<file path="src/cvs_defs.svh">
/*
  Offsets, field positions, reset values and limits of the sixth converter's
  control and sequencing registers.
  Assumes inclusion by bare name from design and verification files.
*/
`ifndef CVS_DEFS_SVH
`define CVS_DEFS_SVH

// ------------------------------------------------------------
// Register byte addresses (index times four)
// ------------------------------------------------------------
`define CVS_IDX_CONTROL    8'hc3
`define CVS_IDX_SLOTS      8'hc4
`define CVS_IDX_LOW_POWER  8'hc5
`define CVS_IDX_STATUS     8'hc6
`define CVS_ADDR_CONTROL   12'h30c
`define CVS_ADDR_SLOTS     12'h310
`define CVS_ADDR_LOW_POWER 12'h314
`define CVS_ADDR_STATUS    12'h318

// ------------------------------------------------------------
// Field positions
// ------------------------------------------------------------
`define CVS_CAP_HI      15
`define CVS_CAP_LO      14
`define CVS_OVP_BIT     11
`define CVS_FLOAT_BIT   10
`define CVS_VSEL_HI     6
`define CVS_FAULT_HI    15
`define CVS_FAULT_LO    14
`define CVS_EN_HI       13
`define CVS_EN_LO       10
`define CVS_SD_HI       9
`define CVS_SD_LO       6
`define CVS_HIB_HI      14
`define CVS_HIB_LO      12
`define CVS_TRIG_HI     9
`define CVS_TRIG_LO     8

// ------------------------------------------------------------
// Reset values and limits
// ------------------------------------------------------------
`define CVS_RST_CONTROL   16'h0000
`define CVS_RST_SLOTS     16'h0000
`define CVS_RST_LOW_POWER 16'h0006
`define CVS_CONTROL_MASK  16'hcc7f
`define CVS_SLOTS_MASK    16'hffc0
`define CVS_LOW_MASK      16'h737f
`define CVS_VOLT_MAX      7'h66
`define CVS_CAP_UNUSED    2'h2
`define CVS_SLOT_OFF      4'h0
`define CVS_SLOT_EDGE     4'hf

`endif

</file>
<file path="src/cvs_pkg.sv">
/*
  Types for the converter sequencing block.
  Assumes cvs_defs.svh supplies the numeric constants.
*/
`default_nettype none
package cvs_pkg;

  typedef enum logic [1:0] {
    CVS_FAULT_IGNORE = 2'h0,
    CVS_FAULT_CONV   = 2'h1,
    CVS_FAULT_SYS    = 2'h2,
    CVS_FAULT_RSVD   = 2'h3
  } cvs_fault_e;

  typedef enum logic [2:0] {
    CVS_HIB_KEEP     = 3'h0,
    CVS_HIB_IMG      = 3'h1,
    CVS_HIB_STBY     = 3'h2,
    CVS_HIB_STBY_IMG = 3'h3,
    CVS_HIB_LDO      = 3'h4,
    CVS_HIB_LDO_IMG  = 3'h5,
    CVS_HIB_RSVD     = 3'h6,
    CVS_HIB_OFF      = 3'h7
  } cvs_hib_e;

  // Converter sequencing states, Gray along off -> ramp -> on -> fall
  typedef enum logic [1:0] {
    CVS_ST_OFF  = 2'b00,
    CVS_ST_RAMP = 2'b01,
    CVS_ST_ON   = 2'b11,
    CVS_ST_FALL = 2'b10
  } cvs_state_e;

  // Power state machine view
  typedef struct packed {
    logic       slot_pulse;
    logic [3:0] slot_num;
    logic       enter_active;
    logic       enter_off;
    logic       cfg_reset;
    logic       hib_reg;
    logic [2:0] low_power;
    logic       gpio_hib;
  } cvs_psm_s;

  // Controls toward the analog stage
  typedef struct packed {
    logic       enable;
    logic       discharge;
    logic       ovp_enable;
    logic [1:0] cap_range;
    logic [6:0] volt_code;
    logic       standby;
    logic       ldo_mode;
    logic       hib_active;
  } cvs_ana_s;

  typedef struct packed {
    logic [15:0] control;
    logic [15:0] slots;
    logic [15:0] low_power;
    cvs_state_e  state;
    logic        fault_seen;
    logic        awv;
    logic [11:0] awaddr;
    logic        wv;
    logic [31:0] wdata;
    logic [3:0]  wstrb;
    logic        bvalid;
    logic [1:0]  bresp;
    logic        rvalid;
    logic [31:0] rdata;
    logic [1:0]  rresp;
    logic        fault_irq;
    logic        sys_shutdown;
  } cvs_state_s;

endpackage
`default_nettype wire

</file>
<file path="src/cvs_converter6_seq.sv">
/*
  Control, sequencing and hibernate logic for the sixth DC-DC converter,
  with its registers behind an AXI4-Lite slave.
  Assumes one 40 MHz clock, synchronous inputs and a power state machine
  that issues slot pulses, state-entry pulses and a configuration reset.
*/
// Notes on behaviour
// - Capacitor range at 15:14, code 10 unused; bit 11 set disables over-voltage.
// - Disabled converter discharges output when bit 10 clear, floats when set.
// - Seven-bit voltage code, 25 mV steps, 0.85 V up to 3.4 V maximum.
// - Fault action: ignore, shut converter, shut system, reserved shuts system.
// - Every fault raises an interrupt whatever the fault action.
// - Start slot: 0 never, 1-14 in slot, 15 on entering active.
// - Shutdown slot: 1-14 in slot, 0 and 15 on entering off.
// - Hibernate codes 0-3: keep, image voltage, standby, standby with image.
// - Codes 4-5 force LDO mode (with image), 6 reserved, 7 disables output.
// - Trigger select: hibernate bit, or low-power inputs one to three.
// - A GPIO hibernate input forces hibernate regardless of trigger select.
// - Image voltage at 6:0 of low-power register, same coding, default 06.
// - State machine reset restores all configuration fields to defaults.
`include "cvs_defs.svh"
`timescale 1ns/1ps
`default_nettype none

module cvs_converter6_seq
  import cvs_pkg::*;
(
  input  wire logic        clk,
  input  wire logic        resetn,
  input  wire logic        clk_en,
  input  wire logic [11:0] s_axi_awaddr,
  input  wire logic        s_axi_awvalid,
  output logic             s_axi_awready,
  input  wire logic [31:0] s_axi_wdata,
  input  wire logic [3:0]  s_axi_wstrb,
  input  wire logic        s_axi_wvalid,
  output logic             s_axi_wready,
  output logic [1:0]       s_axi_bresp,
  output logic             s_axi_bvalid,
  input  wire logic        s_axi_bready,
  input  wire logic [11:0] s_axi_araddr,
  input  wire logic        s_axi_arvalid,
  output logic             s_axi_arready,
  output logic [31:0]      s_axi_rdata,
  output logic [1:0]       s_axi_rresp,
  output logic             s_axi_rvalid,
  input  wire logic        s_axi_rready,
  input  wire cvs_psm_s    psm,
  input  wire logic        conv_fault,
  output cvs_ana_s         ana,
  output logic             fault_irq,
  output logic             sys_shutdown
);

  // ------------------------------------------------------------
  // Helpers
  // ------------------------------------------------------------
  // Clamp a voltage code at the documented ceiling
  function automatic logic [6:0] clamp_volt(input logic [6:0] code);
    clamp_volt = (code > `CVS_VOLT_MAX) ? `CVS_VOLT_MAX : code;
  endfunction

  // Byte-lane merge for a 16-bit register
  function automatic logic [15:0] merge16(input logic [15:0] old, input logic [31:0] d,
                                          input logic [3:0] be, input logic [15:0] mask);
    logic [15:0] m;
    m = old;
    if (be[0]) begin
      m[7:0] = d[7:0];
    end
    if (be[1]) begin
      m[15:8] = d[15:8];
    end
    merge16 = m & mask;
  endfunction

  cvs_state_s q;
  cvs_state_s next_q;

  // ------------------------------------------------------------
  // Decoded fields
  // ------------------------------------------------------------
  logic [3:0] start_slot;
  logic [3:0] stop_slot;
  cvs_fault_e fault_action;
  cvs_hib_e   sleep_behaviour;
  logic [1:0] sleep_trigger_select;
  logic       hib_active;
  logic       image_sel;
  logic       start_now;
  logic       stop_now;
  logic       w_go;

  always_comb begin
    start_slot           = q.slots[`CVS_EN_HI:`CVS_EN_LO];
    stop_slot            = q.slots[`CVS_SD_HI:`CVS_SD_LO];
    fault_action         = cvs_fault_e'(q.slots[`CVS_FAULT_HI:`CVS_FAULT_LO]);
    sleep_behaviour      = cvs_hib_e'(q.low_power[`CVS_HIB_HI:`CVS_HIB_LO]);
    sleep_trigger_select = q.low_power[`CVS_TRIG_HI:`CVS_TRIG_LO];
    case (sleep_trigger_select)
      2'h0: hib_active = psm.hib_reg;
      2'h1: hib_active = psm.low_power[0];
      2'h2: hib_active = psm.low_power[1];
      2'h3: hib_active = psm.low_power[2];
      default: hib_active = 1'b0;
    endcase
    hib_active = hib_active | psm.gpio_hib;
    image_sel  = hib_active && (sleep_behaviour == CVS_HIB_IMG ||
                 sleep_behaviour == CVS_HIB_STBY_IMG ||
                 sleep_behaviour == CVS_HIB_LDO_IMG);
    start_now = (start_slot == `CVS_SLOT_EDGE) ? psm.enter_active :
                (start_slot != `CVS_SLOT_OFF) && psm.slot_pulse && (psm.slot_num == start_slot);
    stop_now = (stop_slot == `CVS_SLOT_EDGE || stop_slot == `CVS_SLOT_OFF) ? psm.enter_off :
               psm.slot_pulse && (psm.slot_num == stop_slot);
    w_go = q.awv && q.wv && !q.bvalid;
  end

  // ------------------------------------------------------------
  // Next-state logic
  // ------------------------------------------------------------
  always_comb begin
    next_q              = q;
    next_q.fault_irq    = 1'b0;
    next_q.sys_shutdown = 1'b0;
    // Sequencing, one step through a transient state each way
    case (q.state)
      CVS_ST_OFF: begin
        if (start_now && !stop_now) begin
          next_q.state = CVS_ST_RAMP;
        end
      end
      CVS_ST_RAMP: begin
        next_q.state = stop_now ? CVS_ST_FALL : CVS_ST_ON;
      end
      CVS_ST_ON: begin
        if (stop_now) begin
          next_q.state = CVS_ST_FALL;
        end
      end
      CVS_ST_FALL: begin
        next_q.state = CVS_ST_OFF;
      end
      default: next_q.state = CVS_ST_OFF;
    endcase
    // Fault handling on the rising edge of the fault level
    if (conv_fault && !q.fault_seen) begin
      next_q.fault_irq = 1'b1;
      case (fault_action)
        CVS_FAULT_IGNORE: ;
        CVS_FAULT_CONV: begin
          next_q.state = (q.state == CVS_ST_OFF) ? CVS_ST_OFF : CVS_ST_FALL;
        end
        CVS_FAULT_SYS, CVS_FAULT_RSVD: begin
          next_q.sys_shutdown = 1'b1;
        end
        default: next_q.sys_shutdown = 1'b1;
      endcase
    end
    next_q.fault_seen = conv_fault;

    // Write channel: address and data taken in either order
    if (!q.awv && s_axi_awvalid) begin
      next_q.awv    = 1'b1;
      next_q.awaddr = s_axi_awaddr;
    end
    if (!q.wv && s_axi_wvalid) begin
      next_q.wv    = 1'b1;
      next_q.wdata = s_axi_wdata;
      next_q.wstrb = s_axi_wstrb;
    end
    if (w_go) begin
      next_q.awv    = 1'b0;
      next_q.wv     = 1'b0;
      next_q.bvalid = 1'b1;
      next_q.bresp  = 2'h0;
      case (q.awaddr)
        `CVS_ADDR_CONTROL:   next_q.control   = merge16(q.control, q.wdata, q.wstrb,
                                                        `CVS_CONTROL_MASK);
        `CVS_ADDR_SLOTS:     next_q.slots     = merge16(q.slots, q.wdata, q.wstrb,
                                                        `CVS_SLOTS_MASK);
        `CVS_ADDR_LOW_POWER: next_q.low_power = merge16(q.low_power, q.wdata, q.wstrb,
                                                        `CVS_LOW_MASK);
        `CVS_ADDR_STATUS:    ;
        default:             next_q.bresp = 2'h2;
      endcase
    end
    if (q.bvalid && s_axi_bready) begin
      next_q.bvalid = 1'b0;
    end

    // Read channel
    if (s_axi_arvalid && !q.rvalid) begin
      next_q.rvalid = 1'b1;
      next_q.rresp  = 2'h0;
      case (s_axi_araddr)
        `CVS_ADDR_CONTROL:   next_q.rdata = {16'h0000, q.control};
        `CVS_ADDR_SLOTS:     next_q.rdata = {16'h0000, q.slots};
        `CVS_ADDR_LOW_POWER: next_q.rdata = {16'h0000, q.low_power};
        `CVS_ADDR_STATUS:    next_q.rdata = {27'h0000000, conv_fault, hib_active,
                                             image_sel, q.state};
        default: begin
          next_q.rdata = 32'h00000000;
          next_q.rresp = 2'h2;
        end
      endcase
    end else if (q.rvalid && s_axi_rready) begin
      next_q.rvalid = 1'b0;
    end

    // Defaults are fixed values; the power state machine restores them
    if (psm.cfg_reset) begin
      next_q.control   = `CVS_RST_CONTROL;
      next_q.slots     = `CVS_RST_SLOTS;
      next_q.low_power = `CVS_RST_LOW_POWER;
    end
  end

  // ------------------------------------------------------------
  // State register
  // ------------------------------------------------------------
  always_ff @(posedge clk or negedge resetn) begin
    if (!resetn) begin
      q           <= '0;
      q.state     <= CVS_ST_OFF;
      q.control   <= `CVS_RST_CONTROL;
      q.slots     <= `CVS_RST_SLOTS;
      q.low_power <= `CVS_RST_LOW_POWER;
    end else if (clk_en) begin
      q <= next_q;
    end
  end

  // ------------------------------------------------------------
  // Outputs
  // ------------------------------------------------------------
  logic conv_on;
  assign conv_on       = (q.state == CVS_ST_RAMP || q.state == CVS_ST_ON) &&
                         !(hib_active && sleep_behaviour == CVS_HIB_OFF);
  assign s_axi_awready = !q.awv;
  assign s_axi_wready  = !q.wv;
  assign s_axi_bvalid  = q.bvalid;
  assign s_axi_bresp   = q.bresp;
  assign s_axi_arready = !q.rvalid;
  assign s_axi_rvalid  = q.rvalid;
  assign s_axi_rdata   = q.rdata;
  assign s_axi_rresp   = q.rresp;
  assign fault_irq     = q.fault_irq;
  assign sys_shutdown  = q.sys_shutdown;

  always_comb begin
    ana.enable     = conv_on;
    ana.discharge  = !conv_on && !q.control[`CVS_FLOAT_BIT];
    ana.ovp_enable = !q.control[`CVS_OVP_BIT];
    // Unused capacitor code falls back to the smallest range
    ana.cap_range  = (q.control[`CVS_CAP_HI:`CVS_CAP_LO] == `CVS_CAP_UNUSED) ? 2'h0 :
                     q.control[`CVS_CAP_HI:`CVS_CAP_LO];
    ana.volt_code  = image_sel ? clamp_volt(q.low_power[`CVS_VSEL_HI:0]) :
                     clamp_volt(q.control[`CVS_VSEL_HI:0]);
    ana.standby    = hib_active && (sleep_behaviour == CVS_HIB_STBY ||
                     sleep_behaviour == CVS_HIB_STBY_IMG);
    ana.ldo_mode   = hib_active && (sleep_behaviour == CVS_HIB_LDO ||
                     sleep_behaviour == CVS_HIB_LDO_IMG);
    ana.hib_active = hib_active;
  end

endmodule
`default_nettype wire

</file>
<file path="config.mk">
export PLATFORM = sky130hd
export DESIGN_NAME = cvs_converter6_seq
export DESIGN_NICKNAME = d
export VERILOG_FILES = /design/src/cvs_pkg.sv /design/src/cvs_converter6_seq.sv
export VERILOG_INCLUDE_DIRS = /design/src
export SDC_FILE = /design/constraint.sdc
export NUM_CORES = 1
export LEC_CHECK = 0
export BUFFER_PORTS_ARGS = -buffer_cell sky130_fd_sc_hd__buf_2
export CORE_AREA = 2 2 128 130
export CTS_CLUSTER_SIZE = 14
export DETAILED_ROUTE_END_ITERATION = 10
export DIE_AREA = 0 0 130 132
export SLEW_MARGIN = 15
export SYNTH_ARGS = -nofsm -noshare
export SYNTH_HDL_FRONTEND = slang
export SYNTH_SLANG_ARGS = --single-unit
</file>
<file path="constraint.sdc">
create_clock -name clk -period 2 [get_ports clk]
set_clock_uncertainty 0.1 [all_clocks]
set_input_delay 0.4 -clock clk [delete_from_list [all_inputs] [get_ports clk]]
set_output_delay 0.4 -clock clk [all_outputs]
set_load 0.02 [all_outputs]
</file>
-- Word level (Yosys, flattened, before mapping)
Index checks and enable logic that the tools add are counted.
- input port bits: 82
- output and inout bits: 58
- flip-flop bits (word level): 141
- magnitude comparators: 2
- reductions and logical operators: 68
- bitwise operators: 1
- muxes and demuxes: 38
- eq/ne operators: 28
- operators with widths (cell ; count):
    $eq 12x10->1 const B ; 8
    $mux 48 ; 2
    $pmux 16 s4 ; 1
    $mux 16 ; 3
    $mux 7 ; 6
    $mux 37 ; 1
    $mux 8 ; 3
    $reduce_and 4->1 ; 6
    $reduce_bool 2->1 ; 10
    $logic_and 1x1->1 ; 18
    $mux 2 ; 9
    $reduce_and 2->1 ; 8
    $eq 2x2->1 const B ; 7
    $gt 7x7->1 const B ; 2
    $mux 13 ; 1
    $logic_not 1->1 ; 10
    $eq 3x3->1 const B ; 3
    $mux 1 ; 9
    $reduce_and 3->1 ; 3
    $eq 4x4->1 ; 2
    $eq 4x4->1 const B ; 2
    $pmux 2 s4 ; 1
    $reduce_or 4->1 ; 2
    $eq 2x1->1 const B ; 3
    other kinds (10) ; 17

-- Longest topological paths before layout
- depth in word-level cells: 9
- mapped depth: 6

-- Worst setup path after synthesis
Ideal clock, no wire load.
- path type: register to output
- start: reg q[102] in the netlist's numbering
- end: out ana[3] in the netlist's numbering
- cell stages (with the launch flop): 5
- path buffers: 0
- arrival time: 1501 ps
- required time: 1500 ps
- slack: -1 ps
- cell sequence: dfrtp_1 mux2i_1 a221oi_4 o21ai_2 o22ai_1
- RTL lines (item ; line ; text):
    start: declaration ; cvs_converter6_seq.sv:77 ; cvs_state_s q;
    start signal: assignment ; cvs_converter6_seq.sv:229 ; q <= next_q;
    end: declaration ; cvs_converter6_seq.sv:50 ; output cvs_ana_s ana,

==> impl_metrics.yaml <==
floorplanning:
  start_util_pct: 29.59
  core-area_mm2: 0.01571
  ioPinCount: 140
  fp.dieH_um: 132
  dieArea_mm2: 0.01716
  dieWidth_um: 130
  num_rows: 46
setup_path:
  slowest_delay_ns: 0.43
  path_cells: "mux2i_2 > a221oi_4 > buf_12 > mux2_4 > buf_6"
  cp.depth: 5
  crit_path_end_kind: "output pin"
  r2r_setup_slack_ns: 0.19
  ff2ff_path_depth: 4
  r2r_end: "q[102]"
  crit_family: "multiplexers"
  cp.arrival_ns: 1.94
  slowest_stage: "dfrtp_1"
  startpoint_type: "flop"
  r2r_start: "q[78]"
  cp.required_ns: 1.50
  crit_path_start: "q[102]"
  path_max_fanout: 7
  path_class: "flop to output pin"
  crit_buf_inv: 2
logic_synthesis:
  synth_cells: 428
  synth_common_cells: "88 x dfrtp_1, 38 x buf_4, 34 x mux2_2, 34 x nand2_1, 32 x a22o_1"
  synth.area.top_cells: "dfrtp_1 47%, mux2_2 8.2%, buf_4 6.1%"
  yosys_warnings: 0
  synth_cell_types: 56
  synth_most_common_cell: "dfrtp_1"
  syn_area_mm2: 0.004649
  ys_seq_area_share_pct: 48.49
  syn_avg_cell_area_um2: 10.86
  synth_edf_count: 0
  async_flop_share_pct: 100.0
  ys_seq_elements: 90
  synth_top_area_share_pct: 47.36
  synth_flop_cell: "dfrtp_1"
  yosysTopAreaCell: "dfrtp_1"
sta:
  rsz0062_at_grt: "true"
  post-route-period-util_pct: 121.9
  setup_viol: 12
  drv_slew: 0
  slew_headroom_pct: 54.87
  fin_crit_ns: 2.438
  hold_violations: 0
  worst_pin_slew_ns: 0.6755
  finalWorstSetupSlack_ns: -0.4379
  timing.fmax_mhz: 410.2
routing:
  drtIter0Drc: 161
  drc: 0
  drt-met1-wl_um: 5392
  wl_per_cell_um: 15.95
  vias: 3611
  wl_met3_um: 741
  antenna_left: 0
  drt_first_pass_iters: 4
  viasPerCell: 4.808
  totalWireLength_um: 11980
  routed.top_layer: "met4"
  met2_length_um: 5622
placed_design:
  gp_congestion: 0.8851
  dp_cells: 734
  port_buffers: 103
  placed_cell_area_mm2: 0.005358
  place_hpwl_um: 9501
pwr:
  p_seq_share_pct: 45.6
  p_int_uw: 3897
  p_clk_share_pct: 29.8
  powerDensity_mw_per_mm2: 982.4
  ir_drop_v: 0.0005545
  switching_power_uw: 1716
  swShare_pct: 30.58
  p_leak_uw: 0.002731
  combPwrFrac_pct: 24.7
status:
  status: "finished with violations"
  violations: "negative setup slack"
layout:
  area_growth_pct: 22.90
  design_area_mm2: 0.005714
  antenna_cells: 0
  layoutNonFillerInstCount: 751
  fin_nets: 612
  fillers: 1575
  drive_gt1_share_pct: 36.45
hold_path:
  min_path_cells: 2
  worstHoldStart: "s_axi_wdata[3]"
  hp-class: "primary input to flop"
  hold-path-endpoint: "q[47]"
grt:
  track_usage_pct: 14.56
  grt_pass1_wl_um: 19580
  grt_max_degree: 42
  antenna_found_initial: 0
  grt_pass1_vias: 3736
  grt-ovfl-total: 0
clocking:
  root_buffer: "clkbuf_16"
  cts_tree: "built"
  cts.sinks: 90
  clkTransAtPathRegs_ns: 0.06
  clock_latency_ns: 0.34
  htree_levels: 3
  max-clock-path-buffers: 2
  numCtsBuffers: 9
flow_run:
  cap_violations: 0
## metal layers
metal	vias up	GRT usage (%)
li1	1729	-
met1	1752	18.93
met2	116	23.24
met3	14	3.734
met4	0	5.496
met5	-	0
## how the worst max path moves through the flow
stage / endpoint / slack (ns)
floorplan: ana[13] / 0.06
global placement: ana[8] / -0.21
detailed placement: ana[9] / -0.22
CTS: ana[8] / -0.46
global route: ana[5] / -0.50
finish: ana[8] / -0.44
## metrics by stage
step | setup slack (ns) | power, µW | hold slack (ns) | setup TNS, ns | util, %
floorplan | 0.05787 | 3446 | 0.004409 | 0 | -
global placement | -0.2145 | 3871 | 0.2658 | -0.9823 | 34.10
detailed placement | -0.2194 | 3930 | 0.2666 | -1.075 | 34.10
CTS | -0.4621 | 5677 | 0.1784 | -4.272 | 36.37
global route | -0.5014 | 5951 | 0.1862 | -5.054 | 36.37
finish | -0.4379 | 5614 | 0.1888 | -4.039 | 36.37
## cell type report
cell class,count,area (µm²),share of cell area (%)
Tap cell,216,270.3,4.730
Multi-Input combinational cell,289,2079,36.39
Timing Repair Buffer,128,769.5,13.47
Clock inverter,7,70.07,1.226
Inverter,12,45.04,0.7883
Sequential cell,90,2255,39.46
Clock buffer,9,225.2,3.941
## timing repair
action / in CTS / in global routing
pin swaps: 3 / 0
hold buffers: 1 / 0
buffers inserted: 2 / 0
hold endpoints to repair: 30 / 0
endpoints found under the setup margin: 12 / 12
resized for setup: 18 / 0
## state kept, by name, indices dropped and copies added (netlist names)
signal        flops
fault_action      2
fault_irq         1
q                66
s_axi_bresp       1
s_axi_bvalid      1
s_axi_rdata      16
s_axi_rresp       1
s_axi_rvalid      1
sys_shutdown      1
## logic make-up (layout without fill, tap and decap cells)
family                    count (synthesis)  in the layout  synth area share [%]
DFF                                      90             90                 48.49
buffers and inverters                    66            156                 8.611
muxes                                    40             40                 9.526
other                                     1             18               0.08065
xor gates and xnor gates                  8              8                 1.507
AOI/OAI and AO/OA                       109            109                 18.03
and+or+nand+nor                         114            114                 13.75
## cell usage in the layout, fill, tap and decap left out, drive strengths merged, types with 2 or more instances in the layout
| cell type | Yosys | final |
|---|---|---|
| and4bb | 2 | 2 |
| conb | 1 | 18 |
| mux2i | 6 | 6 |
| nor2 | 12 | 12 |
| and3b | 2 | 2 |
| xnor2 | 6 | 6 |
| and4 | 6 | 6 |
| a21oi | 3 | 3 |
| a311oi | 2 | 2 |
| dfstp | 2 | 2 |
| a2bb2oi | 2 | 2 |
| mux2 | 34 | 34 |
| a32oi | 5 | 5 |
| o21a | 3 | 3 |
| nand2 | 34 | 34 |
| o21ai | 29 | 29 |
| a221oi | 2 | 2 |
| buf | 47 | 127 |
| clkinv | 0 | 5 |
| or3 | 3 | 3 |
| and2 | 5 | 5 |
| a21o | 8 | 8 |
| nand3 | 13 | 13 |
| nor2b | 10 | 10 |
| a31oi | 3 | 3 |
| and3 | 8 | 8 |
| nand3b | 2 | 2 |
| nand4 | 3 | 3 |
| a22o | 33 | 33 |
| a22oi | 9 | 9 |
| clkbuf | 7 | 9 |
| xor2 | 2 | 2 |
| inv | 12 | 12 |
| and4b | 3 | 3 |
| dfrtp | 88 | 88 |
| nor3 | 7 | 7 |
| o211ai | 2 | 2 |
| o22a | 2 | 2 |
## power groups by stage
stage	Sequential (µW)	Combinational, µW	Clock, µW
final	2560	1380	1670
after global routing	2630	1520	1800
after CTS	2560	1400	1720
after detailed placement	2590	1340	0
after global placement	2570	1300	0
after floorplan	2490	952	0
(Power assumes the default switching activity.)
